`src/adcc_pkg.sv`:
```
// Purpose: shared constants and types of the converter control block
// Assumes: 8-bit register port, byte offsets as printed
// Notes:   all counts are in converter-clock ticks unless named otherwise
package adcc_pkg;
    // Register offsets
    localparam logic [7:0] ADDR_MAIN   = 8'h00;
    localparam logic [7:0] ADDR_ACC    = 8'h01;
    localparam logic [7:0] ADDR_REFCLK = 8'h02;
    localparam logic [7:0] ADDR_DELAY  = 8'h03;
    localparam logic [7:0] ADDR_WIN    = 8'h04;
    localparam logic [7:0] ADDR_SAMP   = 8'h05;
    localparam logic [7:0] ADDR_CMD    = 8'h08;
    localparam logic [7:0] ADDR_FLAGS  = 8'h0B;
    localparam logic [7:0] ADDR_RES_LO = 8'h10;
    localparam logic [7:0] ADDR_RES_HI = 8'h11;
    localparam logic [7:0] ADDR_WLT_LO = 8'h12;
    localparam logic [7:0] ADDR_WLT_HI = 8'h13;
    localparam logic [7:0] ADDR_WHT_LO = 8'h14;
    localparam logic [7:0] ADDR_WHT_HI = 8'h15;
    // Reset value and writable-bit masks
    localparam logic [7:0] REG_RST     = 8'h00;
    localparam logic [7:0] MASK_MAIN   = 8'h87;
    localparam logic [7:0] MASK_ACC    = 8'h07;
    localparam logic [7:0] MASK_REFCLK = 8'h77;
    localparam logic [7:0] MASK_WIN    = 8'h07;
    localparam logic [7:0] MASK_SAMP   = 8'h1F;
    // Field positions
    localparam int BIT_EN   = 0;
    localparam int BIT_FREE = 1;
    localparam int BIT_RES  = 2;
    localparam int BIT_STBY = 7;
    localparam int BIT_CAP  = 6;
    localparam int BIT_SAMPLE_DELAY_VARY = 4;
    localparam int BIT_RDY  = 0;
    localparam int BIT_WIN  = 1;
    // Field codes
    localparam logic [2:0] ACC_MAX     = 3'h6;
    localparam logic [2:0] INIT_MAX    = 3'h5;
    localparam logic [1:0] REF_INT     = 2'h0;
    localparam logic [1:0] REF_MAX     = 2'h2;
    localparam logic [2:0] WIN_NONE    = 3'h0;
    localparam logic [2:0] WIN_BELOW   = 3'h1;
    localparam logic [2:0] WIN_ABOVE   = 3'h2;
    localparam logic [2:0] WIN_INSIDE  = 3'h3;
    localparam logic [2:0] WIN_OUTSIDE = 3'h4;
    // Counts: start-up delay is 16 << (code-1) = 8 << code ticks
    localparam logic [8:0] INIT_BASE   = 9'h008;
    localparam logic [5:0] SAMP_BASE   = 6'h02;
    localparam logic [9:0] CONV_MAX    = 10'h3FF;
    localparam logic [15:0] ACC_LIMIT  = 16'hFFC0;

    typedef enum logic [2:0] {
        ST_IDLE,
        ST_INIT,
        ST_SAMPLE,
        ST_CONVERT,
        ST_GAP
    } adcc_state_t;
endpackage

```
`src/adcc_top.sv`:
```
// Purpose: control sequencer and registers of a 10-bit successive-approximation converter
// Assumes: standby_sleep, deep_wake and the core run on mclk; core_done is a pulse
// Notes:   converter clock is a one-cycle tick from a divider of mclk
module adcc_top (
    // Clock and reset
    input  wire logic        mclk,
    input  wire logic        rst_b,
    // Register port
    input  wire logic [7:0]  reg_addr,
    input  wire logic [7:0]  reg_wdata,
    input  wire logic        reg_wr,
    input  wire logic        reg_rd,
    output logic      [7:0]  reg_rdata,
    // Power state
    input  wire logic        standby_sleep,
    input  wire logic        deep_wake,
    // Analog core
    input  wire logic        core_done,
    input  wire logic [9:0]  core_result,
    output logic             core_enable,
    output logic             sample_switch_closed,
    output logic             convert_start,
    output logic      [1:0]  reference_select,
    output logic             sample_cap_select
);

    logic [7:0]  main_ff, acc_ctl_ff, refclk_ff, delay_ff, win_ff, samp_ff;
    logic [15:0] wlt_ff, wht_ff, result_ff, acc_ff, nxt_acc;
    logic        rdy_ff, winf_ff, busy_ff, init_pend_ff, en_d_ff, convert_start_ff;
    logic [7:0]  div_cnt_ff, rdata_ff, div_last;
    logic [8:0]  div_full, init_cyc, cnt_ff;
    logic [6:0]  n_samp, idx_ff;
    logic [5:0]  samp_len;
    logic [9:0]  samp_val;
    adcc_pkg::adcc_state_t state_ff;
    logic        wr_main, wr_acc, wr_refclk, wr_delay, wr_win, wr_samp, wr_cmd, wr_flags;
    logic        wr_wlt_lo, wr_wlt_hi, wr_wht_lo, wr_wht_hi;
    logic        running, tick, start_req, smp_done, conv_last, win_hit, rdy_clr, win_clr;

    ////////////////////////////////////////////////////////////////////////////
    // Write decode
    always_comb begin
        wr_main = 1'b0; wr_acc = 1'b0; wr_refclk = 1'b0; wr_delay = 1'b0;
        wr_win = 1'b0; wr_samp = 1'b0; wr_cmd = 1'b0; wr_flags = 1'b0;
        wr_wlt_lo = 1'b0; wr_wlt_hi = 1'b0; wr_wht_lo = 1'b0; wr_wht_hi = 1'b0;
        if (!reg_wr) begin
            wr_main = 1'b0;
        end else if (reg_addr == adcc_pkg::ADDR_MAIN) begin
            wr_main = 1'b1;
        end else if (reg_addr == adcc_pkg::ADDR_ACC) begin
            wr_acc = 1'b1;
        end else if (reg_addr == adcc_pkg::ADDR_REFCLK) begin
            wr_refclk = 1'b1;
        end else if (reg_addr == adcc_pkg::ADDR_DELAY) begin
            wr_delay = 1'b1;
        end else if (reg_addr == adcc_pkg::ADDR_WIN) begin
            wr_win = 1'b1;
        end else if (reg_addr == adcc_pkg::ADDR_SAMP) begin
            wr_samp = 1'b1;
        end else if (reg_addr == adcc_pkg::ADDR_CMD) begin
            wr_cmd = 1'b1;
        end else if (reg_addr == adcc_pkg::ADDR_FLAGS) begin
            wr_flags = 1'b1;
        end else if (reg_addr == adcc_pkg::ADDR_WLT_LO) begin
            wr_wlt_lo = 1'b1;
        end else if (reg_addr == adcc_pkg::ADDR_WLT_HI) begin
            wr_wlt_hi = 1'b1;
        end else if (reg_addr == adcc_pkg::ADDR_WHT_LO) begin
            wr_wht_lo = 1'b1;
        end else if (reg_addr == adcc_pkg::ADDR_WHT_HI) begin
            wr_wht_hi = 1'b1;
        end
    end

    ////////////////////////////////////////////////////////////////////////////
    // Configuration registers
    always_ff @(posedge mclk or negedge rst_b) begin
        if (!rst_b) begin
            main_ff    <= adcc_pkg::REG_RST;
            acc_ctl_ff <= adcc_pkg::REG_RST;
            refclk_ff  <= adcc_pkg::REG_RST;
            win_ff     <= adcc_pkg::REG_RST;
            samp_ff    <= adcc_pkg::REG_RST;
        end else begin
            if (wr_main) main_ff <= reg_wdata & adcc_pkg::MASK_MAIN;
            if (wr_acc) acc_ctl_ff <= reg_wdata & adcc_pkg::MASK_ACC;
            if (wr_refclk) refclk_ff <= reg_wdata & adcc_pkg::MASK_REFCLK;
            if (wr_win) win_ff <= reg_wdata & adcc_pkg::MASK_WIN;
            if (wr_samp) samp_ff <= reg_wdata & adcc_pkg::MASK_SAMP;
        end
    end

    always_ff @(posedge mclk or negedge rst_b) begin
        if (!rst_b) begin
            wlt_ff <= 16'h0000;
            wht_ff <= 16'h0000;
        end else begin
            if (wr_wlt_lo) wlt_ff[7:0] <= reg_wdata;
            if (wr_wlt_hi) wlt_ff[15:8] <= reg_wdata;
            if (wr_wht_lo) wht_ff[7:0] <= reg_wdata;
            if (wr_wht_hi) wht_ff[15:8] <= reg_wdata;
        end
    end

    // Software write wins over the automatic step so a new base value is never lost
    always_ff @(posedge mclk or negedge rst_b) begin
        if (!rst_b) begin
            delay_ff <= adcc_pkg::REG_RST;
        end else if (wr_delay) begin
            delay_ff <= reg_wdata;
        end else if (smp_done && delay_ff[adcc_pkg::BIT_SAMPLE_DELAY_VARY]) begin
            delay_ff[3:0] <= delay_ff[3:0] + 4'h1;
        end
    end

    ////////////////////////////////////////////////////////////////////////////
    // run gating
    assign running = main_ff[adcc_pkg::BIT_EN]
                     && (!standby_sleep || main_ff[adcc_pkg::BIT_STBY]);
    assign core_enable = running;
    assign reference_select = (refclk_ff[5:4] > adcc_pkg::REF_MAX) ? adcc_pkg::REF_INT
                                                                   : refclk_ff[5:4];
    assign sample_cap_select = refclk_ff[adcc_pkg::BIT_CAP];

    // divider, compare with >= so a smaller code mid-count cannot stall the tick
    assign div_full = 9'(9'h002 << refclk_ff[2:0]);
    assign div_last = 8'(div_full - 9'h001);
    assign tick     = running && (div_cnt_ff >= div_last);

    always_ff @(posedge mclk or negedge rst_b) begin
        if (!rst_b) begin
            div_cnt_ff <= 8'h00;
        end else if (!running || tick) begin
            div_cnt_ff <= 8'h00;
        end else begin
            div_cnt_ff <= div_cnt_ff + 8'h01;
        end
    end

    ////////////////////////////////////////////////////////////////////////////
    // start-up length
    assign init_cyc = (delay_ff[7:5] == 3'h0 || delay_ff[7:5] > adcc_pkg::INIT_MAX) ? 9'h000
                      : 9'(adcc_pkg::INIT_BASE << delay_ff[7:5]);
    assign n_samp = (acc_ctl_ff[2:0] > adcc_pkg::ACC_MAX) ? 7'h01
                    : 7'(7'h01 << acc_ctl_ff[2:0]);
    assign samp_len = adcc_pkg::SAMP_BASE + {1'b0, samp_ff[4:0]};
    assign samp_val = main_ff[adcc_pkg::BIT_RES] ? {2'h0, core_result[9:2]}
                      : ((core_result > adcc_pkg::CONV_MAX) ? adcc_pkg::CONV_MAX : core_result);
    assign nxt_acc  = acc_ff + {6'h00, samp_val};

    assign start_req = wr_cmd && reg_wdata[0] && main_ff[adcc_pkg::BIT_EN]
                       && state_ff == adcc_pkg::ST_IDLE;
    assign smp_done  = running && core_done && state_ff == adcc_pkg::ST_CONVERT;
    assign conv_last = smp_done && (idx_ff == n_samp - 7'h01);

    // Start-up delay owed after enable, switch to internal reference or deep wake
    always_ff @(posedge mclk or negedge rst_b) begin
        if (!rst_b) begin
            en_d_ff      <= 1'b0;
            init_pend_ff <= 1'b0;
        end else begin
            en_d_ff <= main_ff[adcc_pkg::BIT_EN];
            if ((main_ff[adcc_pkg::BIT_EN] && !en_d_ff) || deep_wake
                || (wr_refclk && reg_wdata[5:4] == adcc_pkg::REF_INT
                    && refclk_ff[5:4] != adcc_pkg::REF_INT)) begin
                init_pend_ff <= 1'b1;
            end else if (state_ff == adcc_pkg::ST_INIT) begin
                init_pend_ff <= 1'b0;
            end
        end
    end

    ////////////////////////////////////////////////////////////////////////////
    // Sequencer
    always_ff @(posedge mclk or negedge rst_b) begin
        if (!rst_b) begin
            state_ff         <= adcc_pkg::ST_IDLE;
            cnt_ff           <= 9'h000;
            idx_ff           <= 7'h00;
            acc_ff           <= 16'h0000;
            busy_ff          <= 1'b0;
            convert_start_ff <= 1'b0;
        end else if (!main_ff[adcc_pkg::BIT_EN]) begin
            state_ff         <= adcc_pkg::ST_IDLE;
            busy_ff          <= 1'b0;
            convert_start_ff <= 1'b0;
            idx_ff           <= 7'h00;
            acc_ff           <= 16'h0000;
        end else begin
            convert_start_ff <= 1'b0;
            case (state_ff)
                adcc_pkg::ST_IDLE: begin
                    cnt_ff <= 9'h000;
                    if (start_req) begin
                        busy_ff  <= 1'b1;
                        state_ff <= (init_pend_ff && init_cyc != 9'h000) ? adcc_pkg::ST_INIT
                                                                         : adcc_pkg::ST_SAMPLE;
                    end
                end
                adcc_pkg::ST_INIT: begin
                    if (tick) begin
                        cnt_ff <= cnt_ff + 9'h001;
                        if (cnt_ff == init_cyc - 9'h001) begin
                            cnt_ff   <= 9'h000;
                            state_ff <= adcc_pkg::ST_SAMPLE;
                        end
                    end
                end
                adcc_pkg::ST_SAMPLE: begin
                    if (tick) begin
                        cnt_ff <= cnt_ff + 9'h001;
                        if (cnt_ff == {3'h0, samp_len} - 9'h001) begin
                            cnt_ff           <= 9'h000;
                            convert_start_ff <= 1'b1;
                            state_ff         <= adcc_pkg::ST_CONVERT;
                        end
                    end
                end
                adcc_pkg::ST_CONVERT: begin
                    if (smp_done) begin
                        cnt_ff <= 9'h000;
                        // pause decided in GAP on the stepped field value
                        state_ff <= adcc_pkg::ST_GAP;
                        if (conv_last) begin
                            idx_ff  <= 7'h00;
                            acc_ff  <= 16'h0000;
                            busy_ff <= 1'b0;
                            if (!main_ff[adcc_pkg::BIT_FREE]) state_ff <= adcc_pkg::ST_IDLE;
                        end else begin
                            idx_ff <= idx_ff + 7'h01;
                            acc_ff <= nxt_acc;
                        end
                    end
                end
                adcc_pkg::ST_GAP: begin
                    // pause length, zero field skips it, >= survives a shrinking field
                    if (delay_ff[3:0] == 4'h0) begin
                        state_ff <= adcc_pkg::ST_SAMPLE;
                    end else if (tick) begin
                        cnt_ff <= cnt_ff + 9'h001;
                        if (cnt_ff >= {5'h00, delay_ff[3:0]} - 9'h001) begin
                            cnt_ff   <= 9'h000;
                            state_ff <= adcc_pkg::ST_SAMPLE;
                        end
                    end
                end
                default: state_ff <= adcc_pkg::ST_IDLE;
            endcase
        end
    end

    assign sample_switch_closed = (state_ff == adcc_pkg::ST_SAMPLE);
    assign convert_start        = convert_start_ff;

    ////////////////////////////////////////////////////////////////////////////
    // window decision on the full sum
    always_comb begin
        case (win_ff[2:0])
            adcc_pkg::WIN_BELOW:   win_hit = nxt_acc < wlt_ff;
            adcc_pkg::WIN_ABOVE:   win_hit = nxt_acc > wht_ff;
            adcc_pkg::WIN_INSIDE:  win_hit = (nxt_acc > wlt_ff) && (nxt_acc < wht_ff);
            adcc_pkg::WIN_OUTSIDE: win_hit = (nxt_acc < wlt_ff) || (nxt_acc > wht_ff);
            default:               win_hit = 1'b0;
        endcase
    end

    always_ff @(posedge mclk or negedge rst_b) begin
        if (!rst_b) begin
            result_ff <= 16'h0000;
        end else if (conv_last) begin
            result_ff <= nxt_acc;
        end
    end

    assign rdy_clr = (wr_flags && reg_wdata[adcc_pkg::BIT_RDY])
                     || (reg_rd && reg_addr == adcc_pkg::ADDR_RES_LO);
    assign win_clr = (wr_flags && reg_wdata[adcc_pkg::BIT_WIN])
                     || (reg_rd && reg_addr == adcc_pkg::ADDR_RES_LO);

    // Set wins over clear so a result landing on a clear is not missed
    always_ff @(posedge mclk or negedge rst_b) begin
        if (!rst_b) begin
            rdy_ff  <= 1'b0;
            winf_ff <= 1'b0;
        end else begin
            if (conv_last) rdy_ff <= 1'b1;
            else if (rdy_clr) rdy_ff <= 1'b0;
            if (conv_last && win_hit) winf_ff <= 1'b1;
            else if (win_clr) winf_ff <= 1'b0;
        end
    end

    ////////////////////////////////////////////////////////////////////////////
    // Read port, unmapped offsets read zero
    always_ff @(posedge mclk or negedge rst_b) begin
        if (!rst_b) begin
            rdata_ff <= 8'h00;
        end else if (!reg_rd) begin
            rdata_ff <= 8'h00;
        end else if (reg_addr == adcc_pkg::ADDR_MAIN) begin
            rdata_ff <= main_ff;
        end else if (reg_addr == adcc_pkg::ADDR_ACC) begin
            rdata_ff <= acc_ctl_ff;
        end else if (reg_addr == adcc_pkg::ADDR_REFCLK) begin
            rdata_ff <= refclk_ff;
        end else if (reg_addr == adcc_pkg::ADDR_DELAY) begin
            rdata_ff <= delay_ff;
        end else if (reg_addr == adcc_pkg::ADDR_WIN) begin
            rdata_ff <= win_ff;
        end else if (reg_addr == adcc_pkg::ADDR_SAMP) begin
            rdata_ff <= samp_ff;
        end else if (reg_addr == adcc_pkg::ADDR_CMD) begin
            rdata_ff <= {7'h00, busy_ff};
        end else if (reg_addr == adcc_pkg::ADDR_FLAGS) begin
            rdata_ff <= {6'h00, winf_ff, rdy_ff};
        end else if (reg_addr == adcc_pkg::ADDR_RES_LO) begin
            rdata_ff <= result_ff[7:0];
        end else if (reg_addr == adcc_pkg::ADDR_RES_HI) begin
            rdata_ff <= result_ff[15:8];
        end else if (reg_addr == adcc_pkg::ADDR_WLT_LO) begin
            rdata_ff <= wlt_ff[7:0];
        end else if (reg_addr == adcc_pkg::ADDR_WLT_HI) begin
            rdata_ff <= wlt_ff[15:8];
        end else if (reg_addr == adcc_pkg::ADDR_WHT_LO) begin
            rdata_ff <= wht_ff[7:0];
        end else if (reg_addr == adcc_pkg::ADDR_WHT_HI) begin
            rdata_ff <= wht_ff[15:8];
        end else begin
            rdata_ff <= 8'h00;
        end
    end
    assign reg_rdata = rdata_ff;
endmodule

```
`config.mk`:
```
export PLATFORM = sky130hd
export DESIGN_NAME = adcc_top
export DESIGN_NICKNAME = d
export VERILOG_FILES = /design/src/adcc_pkg.sv /design/src/adcc_top.sv
export SDC_FILE = /design/constraint.sdc
export NUM_CORES = 1
export LEC_CHECK = 0
export ABC_AREA = 1
export BUFFER_PORTS_ARGS = -buffer_cell sky130_fd_sc_hd__buf_2
export CAP_MARGIN = 10
export CORE_MARGIN = 8
export CORE_UTILIZATION = 55
export DETAILED_ROUTE_END_ITERATION = 16
export GPL_ROUTABILITY_DRIVEN = 0
export PLACE_DENSITY_LB_ADDON = 0.15
export RECOVER_POWER = 25
export SLEW_MARGIN = 10
export SYNTH_ARGS = -nofsm -noshare
export SYNTH_HDL_FRONTEND = slang
export SYNTH_SLANG_ARGS = --single-unit
```
`constraint.sdc`:
```
create_clock -name mclk -period 3.51 [get_ports mclk]
set_input_delay 0.351 -clock mclk [delete_from_list [all_inputs] [get_ports mclk]]
set_output_delay 0.351 -clock mclk [all_outputs]
set_load 0.05 [all_outputs]
```
; Yosys cells after proc, flatten, opt, wreduce, memory -nomap -nowiden
; Index checks and enable logic that the tools add are counted.
; W data, S select, Z words.
[word_totals]
latchBits = 0
mem_bits_rw = 0
in_bits = 33
memories = 0
rom_bits = 0
register_bits = 134
[op_classes]
n_div = 0
muxes = 160
multipliers = 0
n_reduce_logical = 45
n_addsub = 11
n_eq_ne = 41
n_shift = 3
n_lt_le_gt_ge = 10
n_bitwise = 0
[op_table]
columns = operator, count
row1 = $mux W8, 16
row2 = $mux W1, 104
row3 = $mux W9, 9
row4 = $mux W16, 4
row5 = $eq A8 B5 Y1 const B, 6
row6 = $pmux W9 S5, 1
row7 = $mux W3, 12
row8 = $mux W7, 5
row9 = $gt A16 B16 Y1, 2
row10 = $lt A16 B16 Y1, 2
row11 = $mux W10, 2
row12 = $eq A9 B9 Y1, 2
row13 = $logic_and A1 B1 Y1, 18
row14 = $add A16 B10 Y16, 1
row15 = $eq A8 B2 Y1 const B, 2
row16 = $eq A8 B3 Y1 const B, 2
row17 = $eq A8 B4 Y1 const B, 2
row18 = $pmux W3 S5, 1
row19 = $eq A3 B2 Y1 const B, 4
row20 = $ne A3 B3 Y1 const B, 4
row21 = $gt A10 B10 Y1 const B, 1
row22 = $reduce_bool A2 Y1, 5
row23 = $add A9 B1 Y9 const B, 1
row24 = $ge A9 B9 Y1, 1
row25 = 40 further kinds, 63

; Logic depth before layout (Yosys ltp)
; Gate-level depths: netlist of the first run.
[logic_depth]
word_depth = 16
depth_mapped = 23
mapped_depth_nobuf = 23

; Least setup slack after synthesis of the first run
; No wires, ideal clock.
[synth_path]
kind = register -> register
startpoint = register main_ff[2]
endpoint = register winf_ff
setup_ps = 116
synth_period_minus_slack_ps = 3039
t_arrival_ps = 2923
n_path_buf = 1
t_required_ps = 3394
stages_incl_launch_ff = 20
slack_ps = 471
cell_sequence = dfrtp_1 > clkbuf_1 > o21ai_0 > ha_1 > a21oi_1 > nand2_1 > nand3_1 > nand3_1 > xor2_1 > inv_1 > ha_1 > nand2_1 > or2_2 > a21oi_1 > nor2_1 > nand2_1 > nand3b_1 > nand3_1 > nand2_1 > nand2_1
[synth_via]
elab_chain_len = 7
[synth_lines]
columns = element, line_no
row1 = "start, declared", adcc_top.sv:27  ; logic [7:0] main_ff, acc_ctl_ff, refclk_ff, delay_ff, win_ff, samp_ff;
row2 = "start signal, assigned", adcc_top.sv:79  ; main_ff <= adcc_pkg::REG_RST;
row3 = "start signal, assigned", adcc_top.sv:85  ; if (wr_main) main_ff <= reg_wdata & adcc_pkg::MASK_MAIN;
row4 = $mux W10 (*), adcc_top.sv:147  ; assign samp_val = main_ff[adcc_pkg::BIT_RES] ? {2'h0, core_result[9:2]}
row5 = $add A16 B10 Y16 (*), adcc_top.sv:149  ; assign nxt_acc = acc_ff + {6'h00, samp_val};
row6 = net nxt_acc[11], adcc_top.sv:28  ; logic [15:0] wlt_ff, wht_ff, result_ff, acc_ff, nxt_acc;
row7 = "$lt A16 B16 Y1, or another cell as far along", "adcc_top.sv:259, adcc_top.sv:262"
row8 = $logic_or A1 B1 Y1 or $logic_and A1 B1 Y1 (tied branches), "adcc_top.sv:262, adcc_top.sv:261"
row9 = $pmux W1 S4 (*), adcc_top.sv:258  ; case (win_ff[2:0])
row10 = $logic_and A1 B1 Y1 (*), adcc_top.sv:288  ; if (conv_last && win_hit) winf_ff <= 1'b1;
row11 = $mux W1 or $reduce_bool A2 Y1 (tied branches), --
row12 = "end signal, assigned", adcc_top.sv:284  ; winf_ff <= 1'b0;
row13 = "end signal, assigned", adcc_top.sv:288
row14 = "end signal, assigned", adcc_top.sv:289  ; else if (win_clr) winf_ff <= 1'b0;
row15 = "end, declared", adcc_top.sv:29  ; logic rdy_ff, winf_ff, busy_ff, init_pend_ff, en_d_ff, convert_start_ff;
; The timed path passes the listed nets; every way through them passes the cells marked *.
; A chain may end at the register's enable or synchronous reset.

; Final worst setup path of the first run
; Same ends and word-level chain as after synthesis.

==> metrics.md, run 1 <==
| Metric | Value |
|---|---|
| Run status | `complete, but fails checks` |
| Failing checks | `max-capacitance violations, max-slew violations` |
| Port bufs | `between 40 and 50` |
| CP dominant cell by count | `nand2_1` |
| CTS sink cnt | `approximately 130` |
| Clock slew at reported path FFs | `roughly 60 ps` |
| Initial drt markers | `919` |
| DRC Markers | `0` |
| CP Max Fanout | `10` |
| CP max-delay cell | `dfrtp_2` |
| GR Overflow Total | `0` |
| Global-route wire length before repair | `~40000 um` |
| Avg WL per Cell | `16.7 um` |
| Startpoint Class | `flip-flop` |
| Htree depth | `4` |
| Slew margin rel. | `-47.0%` |
| Synthesis-to-layout area growth | `13.7%` |
| Worst hold endpoint | `wht_ff[14]` |
| Clock Tree Buf Depth | `2` |
| Leakage | `5.07 nW` |
| Worst hold start | `reg_wdata[6]` |
| RR Startpoint | `main_ff[2]` |
| Largest net degree at the start of global routing | `between 80 and 90` |
| Flops & latches, synth | `about 130` |
| Nets | `1378` |
| Share of cells above drive strength 1 | `around 11%` |
| I/O pin total | `47` |
| Drt via density | `5.58` |
| Core outline area | `roughly 16000 um^2` |
| Tcrit/Tclk final | `94.8%` |
| Slew Viols, Final | `89` |
| CTS tree | `yes` |
| Syn Nets | `1312` |
| Fin. Hold Viols | `0` |
| Ant diodes | `0` |
| FF-to-FF path depth | `22` |
| Yosys top cell by area | `dfrtp_1` |
| Worst setup EP type | `flip-flop` |
| Clk_lat worst skew | `between 400 and 500 ps` |
| Final hold slack | `roughly 150 ps` |
| CTS Buf Count | `17` |
| Die area | `~21000 um^2` |
| Die height | `approximately 140 um` |
| Syn Inst Count | `between 1000 and 1500` |
| Tot GR Track Use | `between 20 and 25%` |
| CTS Root Cell | `clkbuf_16` |
| Final setup viols | `0` |
| Reg2reg setup slack | `roughly 180 ps` |
| Final Util | `64.2%` |
| Pwr dens | `roughly 400 nW/um^2` |
| Synth Flop Type | `dfrtp_1` |
| Critical Path, Cell by Cell | `buf_4 -> nand2_1 -> nand2_1 -> ha_1 -> nand2_1 -> a21oi_1 -> or2_2 -> a21oi_1 -> xor2_1 -> inv_1 -> ha_1 -> nand2_1 -> nor2_2 -> nand2_1 -> o211ai_1 -> nand2_1 -> nand2_1 -> nand2_1 -> nand2_1 -> nand3_1 -> nand2_1 -> nand2_1` |
| Hold Path Class | `in2reg` |
| FP Rows | `46` |
| Die width | `roughly 140 um` |
| Antenna-violating nets left | `0` |
| VDD IR max | `between 0.0004 and 0.0005 V` |
| Total power | `4.09 mW` |
| Max cap viols | `1` |
| DRT Pass-1 Iters | `5` |
| EDFF count, synth | `0` |
| Count of cell types in the netlist | `48` |
| CP arrival | `3650 ps` |
| Post-synth top area share | `37.4%` |
| Post-Route WL | `around 25000 um` |
| Mean Syn Cell Area | `7.42 um^2` |
| WP data required | `3830 ps` |
| Seq/Total Area, Yosys | `about 37%` |
| DP HPWL | `roughly 19000 um` |
| Mapped cell area | `approximately 9000 um^2` |
| Hold path depth | `3` |
| Async S/R FF share, synth | `100%` |
| Fmax | `roughly 0.30 GHz` |
| Synth top area cells | `dfrtp_1, nand2_1, ha_1` |
| Antenna violations before repair | `0` |
| Commonest cells post-synth | `nand2_1, inv_1, dfrtp_1, o21ai_0, nor2_1` |
| Initial Utilization | `a little under three fifths` |
| Vias in the first global route | `7602` |
| Cell with the most instances after synthesis | `nand2_1` |
| Final Critical Period | `3330 ps` |
| CP max stage delay | `roughly 450 ps` |
| Total number of vias | `8383` |
| Critical path class | `reg2reg` |
| Worst-margin pin slew | `around 2200 ps` |
| R2r endpoint | `winf_ff` |
| Worst Clk Skew | `~6.7 ps` |
| Ys Warns | `0` |
## stage by stage
stage,worst slack [ps],cells,area (um^2),setup TNS (ps)
2_1_floorplan,471,1208,8970,0
3_3_place_gp,268,1464,9460,0
3_5_place_dp,118,1464,9460,0
4_1_cts,95.8,1496,10100,0
5_1_grt,-51.8,1503,10200,-51.8
6_report,184,1503,10200,0
## layout by cell type (no fill, tap or decap), types with 7 or more instances in the layout
cell type  Yosys  routed
a21oi_1       69      64
buf_2          3      45
buf_4          1      21
clkbuf_16      0      17
dfrtp_1      134     133
ha_1          70      68
inv_1        146     146
nand2_1      322     321
nand3_1       79      78
nand4_1       23      23
nor2_1        97      95
nor3_1        19      18
o21ai_0      103     101
o31ai_1        7       7
xnor2_1        7       7
xor2_1        39      35
## cells by family after synthesis
logic type | share of synthesized area, %
adders and majority gates | 9.99
and+or+nand+nor | 26.6
AOI/OAI and AO/OA | 13.6
buffers and inverters | 7.84
xor gates and xnor gates | 4.49
DFF | 37.4
other | 0.0418
## power by group
part	total, mW	internal, mW	switching (mW)
Combinational	0.585	0.208	0.377
Clock	1.81	1.10	0.707
Sequential	1.70	1.61	0.0907
Total	4.09	2.92	1.18
## sequential cells by signal, summed over array words and instances, names as in the netlist
register / count
wlt_ff: 16
delay_ff: 8
acc_ctl_ff: 3
winf_ff: 1
reg_rdata: 8
div_cnt_ff: 8
refclk_ff: 6
busy_ff: 1
state_ff: 3
samp_ff: 5
en_d_ff: 1
idx_ff: 7
convert_start: 1
wht_ff: 16
main_ff: 4
rdy_ff: 1
win_ff: 3
acc_ff: 16
cnt_ff: 9
init_pend_ff: 1
result_ff: 16
## final cells by class
type                    instances  area (um^2)
fillers                      1415         5680
multi-input cells             900         5000
flip-flops and latches        134         3350
inverters                     153          583
clock buffers                  21          470
repair buffers                 67          388
well taps                     216          270
clock inverters                11          124
repair inverters                1         7.51
## worst max-delay path, delay by kind of cell (launching register included)
kind                     cells  cell delay, ps
XOR/XNOR                     1             250
buffers and inverters        2             300
flip-flops                   1             450
AND/OR/NAND/NOR             14            1250
AO/OA/AOI/OAI                3             330
adder cells (fa/ha/maj)      2             630
## metal layers
metal  vias to the layer above  GRT usage, %  part of all wire, %
li1                       4102             -                    -
met2                       305          37.4                   44
met5                         -             0                    0
met4                         0          6.70                  1.8
met1                      3939          36.0                   47
met3                        37          4.94                  7.4
## worst max path at each step
stage	start	to	slack, ps
final	main_ff[2]	winf_ff	180
after global routing	main_ff[2]	winf_ff	-50
after CTS	main_ff[2]	winf_ff	100
after detailed placement	main_ff[2]	winf_ff	120
after global placement	main_ff[2]	winf_ff	270
after floorplan	main_ff[2]	winf_ff	470
## what timing repair did
| item | 4_1_cts | 5_1_grt |
|---|---|---|
| endpoints found under the setup margin | 0 | 1 |
| gates resized for setup | 0 | 22 |
| hold buffers | 0 | 0 |
| setup buffers | 0 | 6 |
Note: power is estimated with default switching activity, not from simulation.
==> run 2, diff against run 1 <==
- SETUP_SLACK_MARGIN: not set -> 0.4
==> metrics.md, run 2 (synthesis gave the netlist of run 1 again) <==
| Metric | Value |
|---|---|
| Run status | `complete, but fails checks` |
| Failing checks | `max-capacitance violations, max-slew violations` |
| Nets | `1394 (+1.2%)` |
| Largest net degree at the start of global routing | `89 (unchanged)` |
| Tcrit/Tclk final | `92.3% (-2.4 points)` |
| Core outline area | `15900 um^2 (unchanged)` |
| RSZ-0062 raised after global routing | `true` |
| Startpoint Class | `flip-flop` |
| Final hold slack | `148 ps (-1.75 ps)` |
| VDD IR max | `0.000489 V (about the same)` |
| Cells after DPL | `1464 (unchanged)` |
| Initial Utilization | `56.5% (unchanged)` |
| GR Overflow Total | `0 (unchanged)` |
| Cell area after layout | `10700 um^2 (+5.2%)` |
| Initial drt markers | `881 (-4.1%)` |
| R2r endpoint | `winf_ff` |
| Clock slew at reported path FFs | `60 ps (about the same)` |
| Worst-margin pin slew | `2190 ps (-13.5 ps)` |
| Global-route wire length before repair | `40700 um (+2.3%)` |
| Vias in the first global route | `7812 (+2.8%)` |
| DRC Markers | `0 (unchanged)` |
| Seq. cell area | `3350 um^2 (unchanged)` |
| Total power | `4.16 mW (+1.7%)` |
| CTS tree | `yes` |
| CP delay by family, top | `simple AND/OR/NAND/NOR gates` |
| Reg2reg setup slack | `270 ps (+80 ps)` |
| Slew margin rel. | `-46.1% (+0.90 points)` |
| Fin. Hold Viols | `0 (unchanged)` |
| CP arrival | `3610 ps (-40 ps)` |
| WP data required | `3880 ps (+50 ps)` |
| FF-to-FF path depth | `22 (unchanged)` |
| Clock Tree Buf Depth | `2 (unchanged)` |
| Die height | `144 um (unchanged)` |
| Clk_lat worst skew | `430 ps (about the same)` |
| Area post-placement | `9460 um^2 (unchanged)` |
| CTS Buf Count | `17 (unchanged)` |
| Worst Clk Skew | `7.86 ps (+1.14 ps)` |
| Htree depth | `4 (unchanged)` |
| Post-route setup TNS | `0 ps (unchanged)` |
| Post-Layout Cell Count | `1519 (+1.1%)` |
| Worst setup EP type | `flip-flop` |
| Post-Route WL | `26600 um (+6.1%)` |
| WP buf/inv | `2 (unchanged)` |
| Avg WL per Cell | `17.5 um (+5.0%)` |
| Tot GR Track Use | `25.5% (+0.52 points)` |
| Synthesis-to-layout area growth | `19.6%` |
| Worst hold endpoint | `wht_ff[14]` |
| Hold Path Class | `in2reg` |
| Final Critical Period | `3240 ps (-84.6 ps)` |
| Antenna violations before repair | `0 (unchanged)` |
| Drt via density | `5.72 (+2.5%)` |
| Pwr dens | `388 nW/um^2 (-3.3%)` |
| Fillers | `1320 (-6.7%)` |
| CP max-delay cell | `dfrtp_2` |
| FP Rows | `46 (unchanged)` |
| Hold buffer count at CTS | `0 (unchanged)` |
| Die area | `20600 um^2 (unchanged)` |
| Total number of vias | `8686 (+3.6%)` |
| CTS sink cnt | `134 (unchanged)` |
| Port bufs | `46 (unchanged)` |
| CP dominant cell by count | `nand2_1` |
| Max cap viols | `1 (unchanged)` |
| I/O pin total | `47 (unchanged)` |
| CTS Root Cell | `clkbuf_16` |
| Most frequent cells in the layout | `nand2_1, inv_1, dfrtp_1, o21ai_0, nor2_1` |
| DP HPWL | `18900 um (unchanged)` |
| Antenna-violating nets left | `0 (unchanged)` |
| Ant diodes | `0 (unchanged)` |
| Die width | `144 um (unchanged)` |
| Leakage | `5.24 nW (+3.3%)` |
| DRT Pass-1 Iters | `5 (unchanged)` |
| Critical Path, Cell by Cell | `buf_6 -> nand2_1 -> o21ai_1 -> ha_1 -> nand2_2 -> nor2_2 -> nand3_1 -> nand3_2 -> xor2_2 -> inv_1 -> ha_1 -> nand2_2 -> or2_4 -> a21oi_2 -> nor2_1 -> nand2_1 -> nand2_1 -> nand2_1 -> nand2_1 -> nand3_1 -> nand2_1 -> nand2_1` |
| CP max stage delay | `470 ps (+20 ps)` |
| Leading cell type in the layout, fill and taps excluded | `nand2_1` |
| Critical path class | `reg2reg` |
| Hold path depth | `3 (unchanged)` |
| Worst hold start | `reg_wdata[6]` |
| RR Startpoint | `main_ff[2]` |
| Slew Viols, Final | `89 (unchanged)` |
| Final setup viols | `0 (unchanged)` |
| Area occupied by multi-input gates | `5400 um^2 (+7.9%)` |
| CP Max Fanout | `5 (-5)` |
| Fmax | `0.309 GHz (+2.6%)` |
| Share of cells above drive strength 1 | `16.6% (+5.5 points)` |
run 2: changes by cell type in the layout (fill, tap and decap cells not counted), moves of 4 or more:
cell	before	now
a21oi_1	64	60
buf_4	21	33
buf_6	0	4
ha_1	68	57
ha_4	2	11
nand2_1	321	302
nand2_2	4	17
nand2_4	0	6
nor2_1	95	87
nor2_2	3	9
o21ai_0	101	94
o21ai_2	5	11
run 2: metrics by stage:
step	setup slack [ps]	utilization, %
floorplan	471	-
global placement	268	59.6
detailed placement	118	59.6
CTS	331	64.8
global route	93.2	67.5
finish	269	67.5
run 2: worst max path at each step:
stage / cells after the start / endpoint / startpoint
after global routing: 21 / winf_ff / main_ff[2]
after detailed placement: 19 / winf_ff / main_ff[2]
after global placement: 21 / winf_ff / main_ff[2]
final: 22 / winf_ff / main_ff[2]
after floorplan: 19 / winf_ff / main_ff[2]
after CTS: 21 / winf_ff / main_ff[2]
run 2: area by class of cell:
class                           count  area share [%]
Clock buffer                       21            4.38
Clock inverter                     11            1.15
Inverter                          153            5.45
Multi-Input combinational cell    900            50.3
Sequential cell                   134            31.3
Tap cell                          216            2.52
Timing Repair Buffer               83            4.87
Timing Repair inverter              1          0.0583
run 2: timing repair:
action                                  CTS  global route
setup buffers                             8            13
cloned                                    2             0
gates resized for setup                  34            77
pin swaps                                22            48
endpoints found under the setup margin    1            17
run 2: report_power, final:
group | internal [mW] | switching, mW | total (mW)
Sequential | 1.61 | 0.0920 | 1.70
Clock | 1.10 | 0.720 | 1.82
Combinational | 0.234 | 0.409 | 0.642
Total | 2.94 | 1.22 | 4.16
run 2: worst reg2reg max path, cell delays in order (launching register included):
cell and delay, ps:
dfrtp_2 470, buf_6 160, nand2_1 50, o21ai_1 60, ha_1 380, nand2_2 130, nor2_2 140, nand3_1 110
nand3_2 130, xor2_2 160, inv_1 100, ha_1 330, nand2_2 80, or2_4 260, a21oi_2 140, nor2_1 50
nand2_1 90, nand2_1 60, nand2_1 50, nand2_1 50, nand3_1 90, nand2_1 50, nand2_1 50
run 2: routing by layer:
metal / part of all wire [%] / global-route usage (%) / vias to the layer above
met3: 8.3 / 5.01 / 64
li1: - / - / 4131
met2: 45 / 38.8 / 398
met5: 0 / 0 / -
met4: 2.7 / 7.30 / 0
met1: 44 / 36.0 / 4093
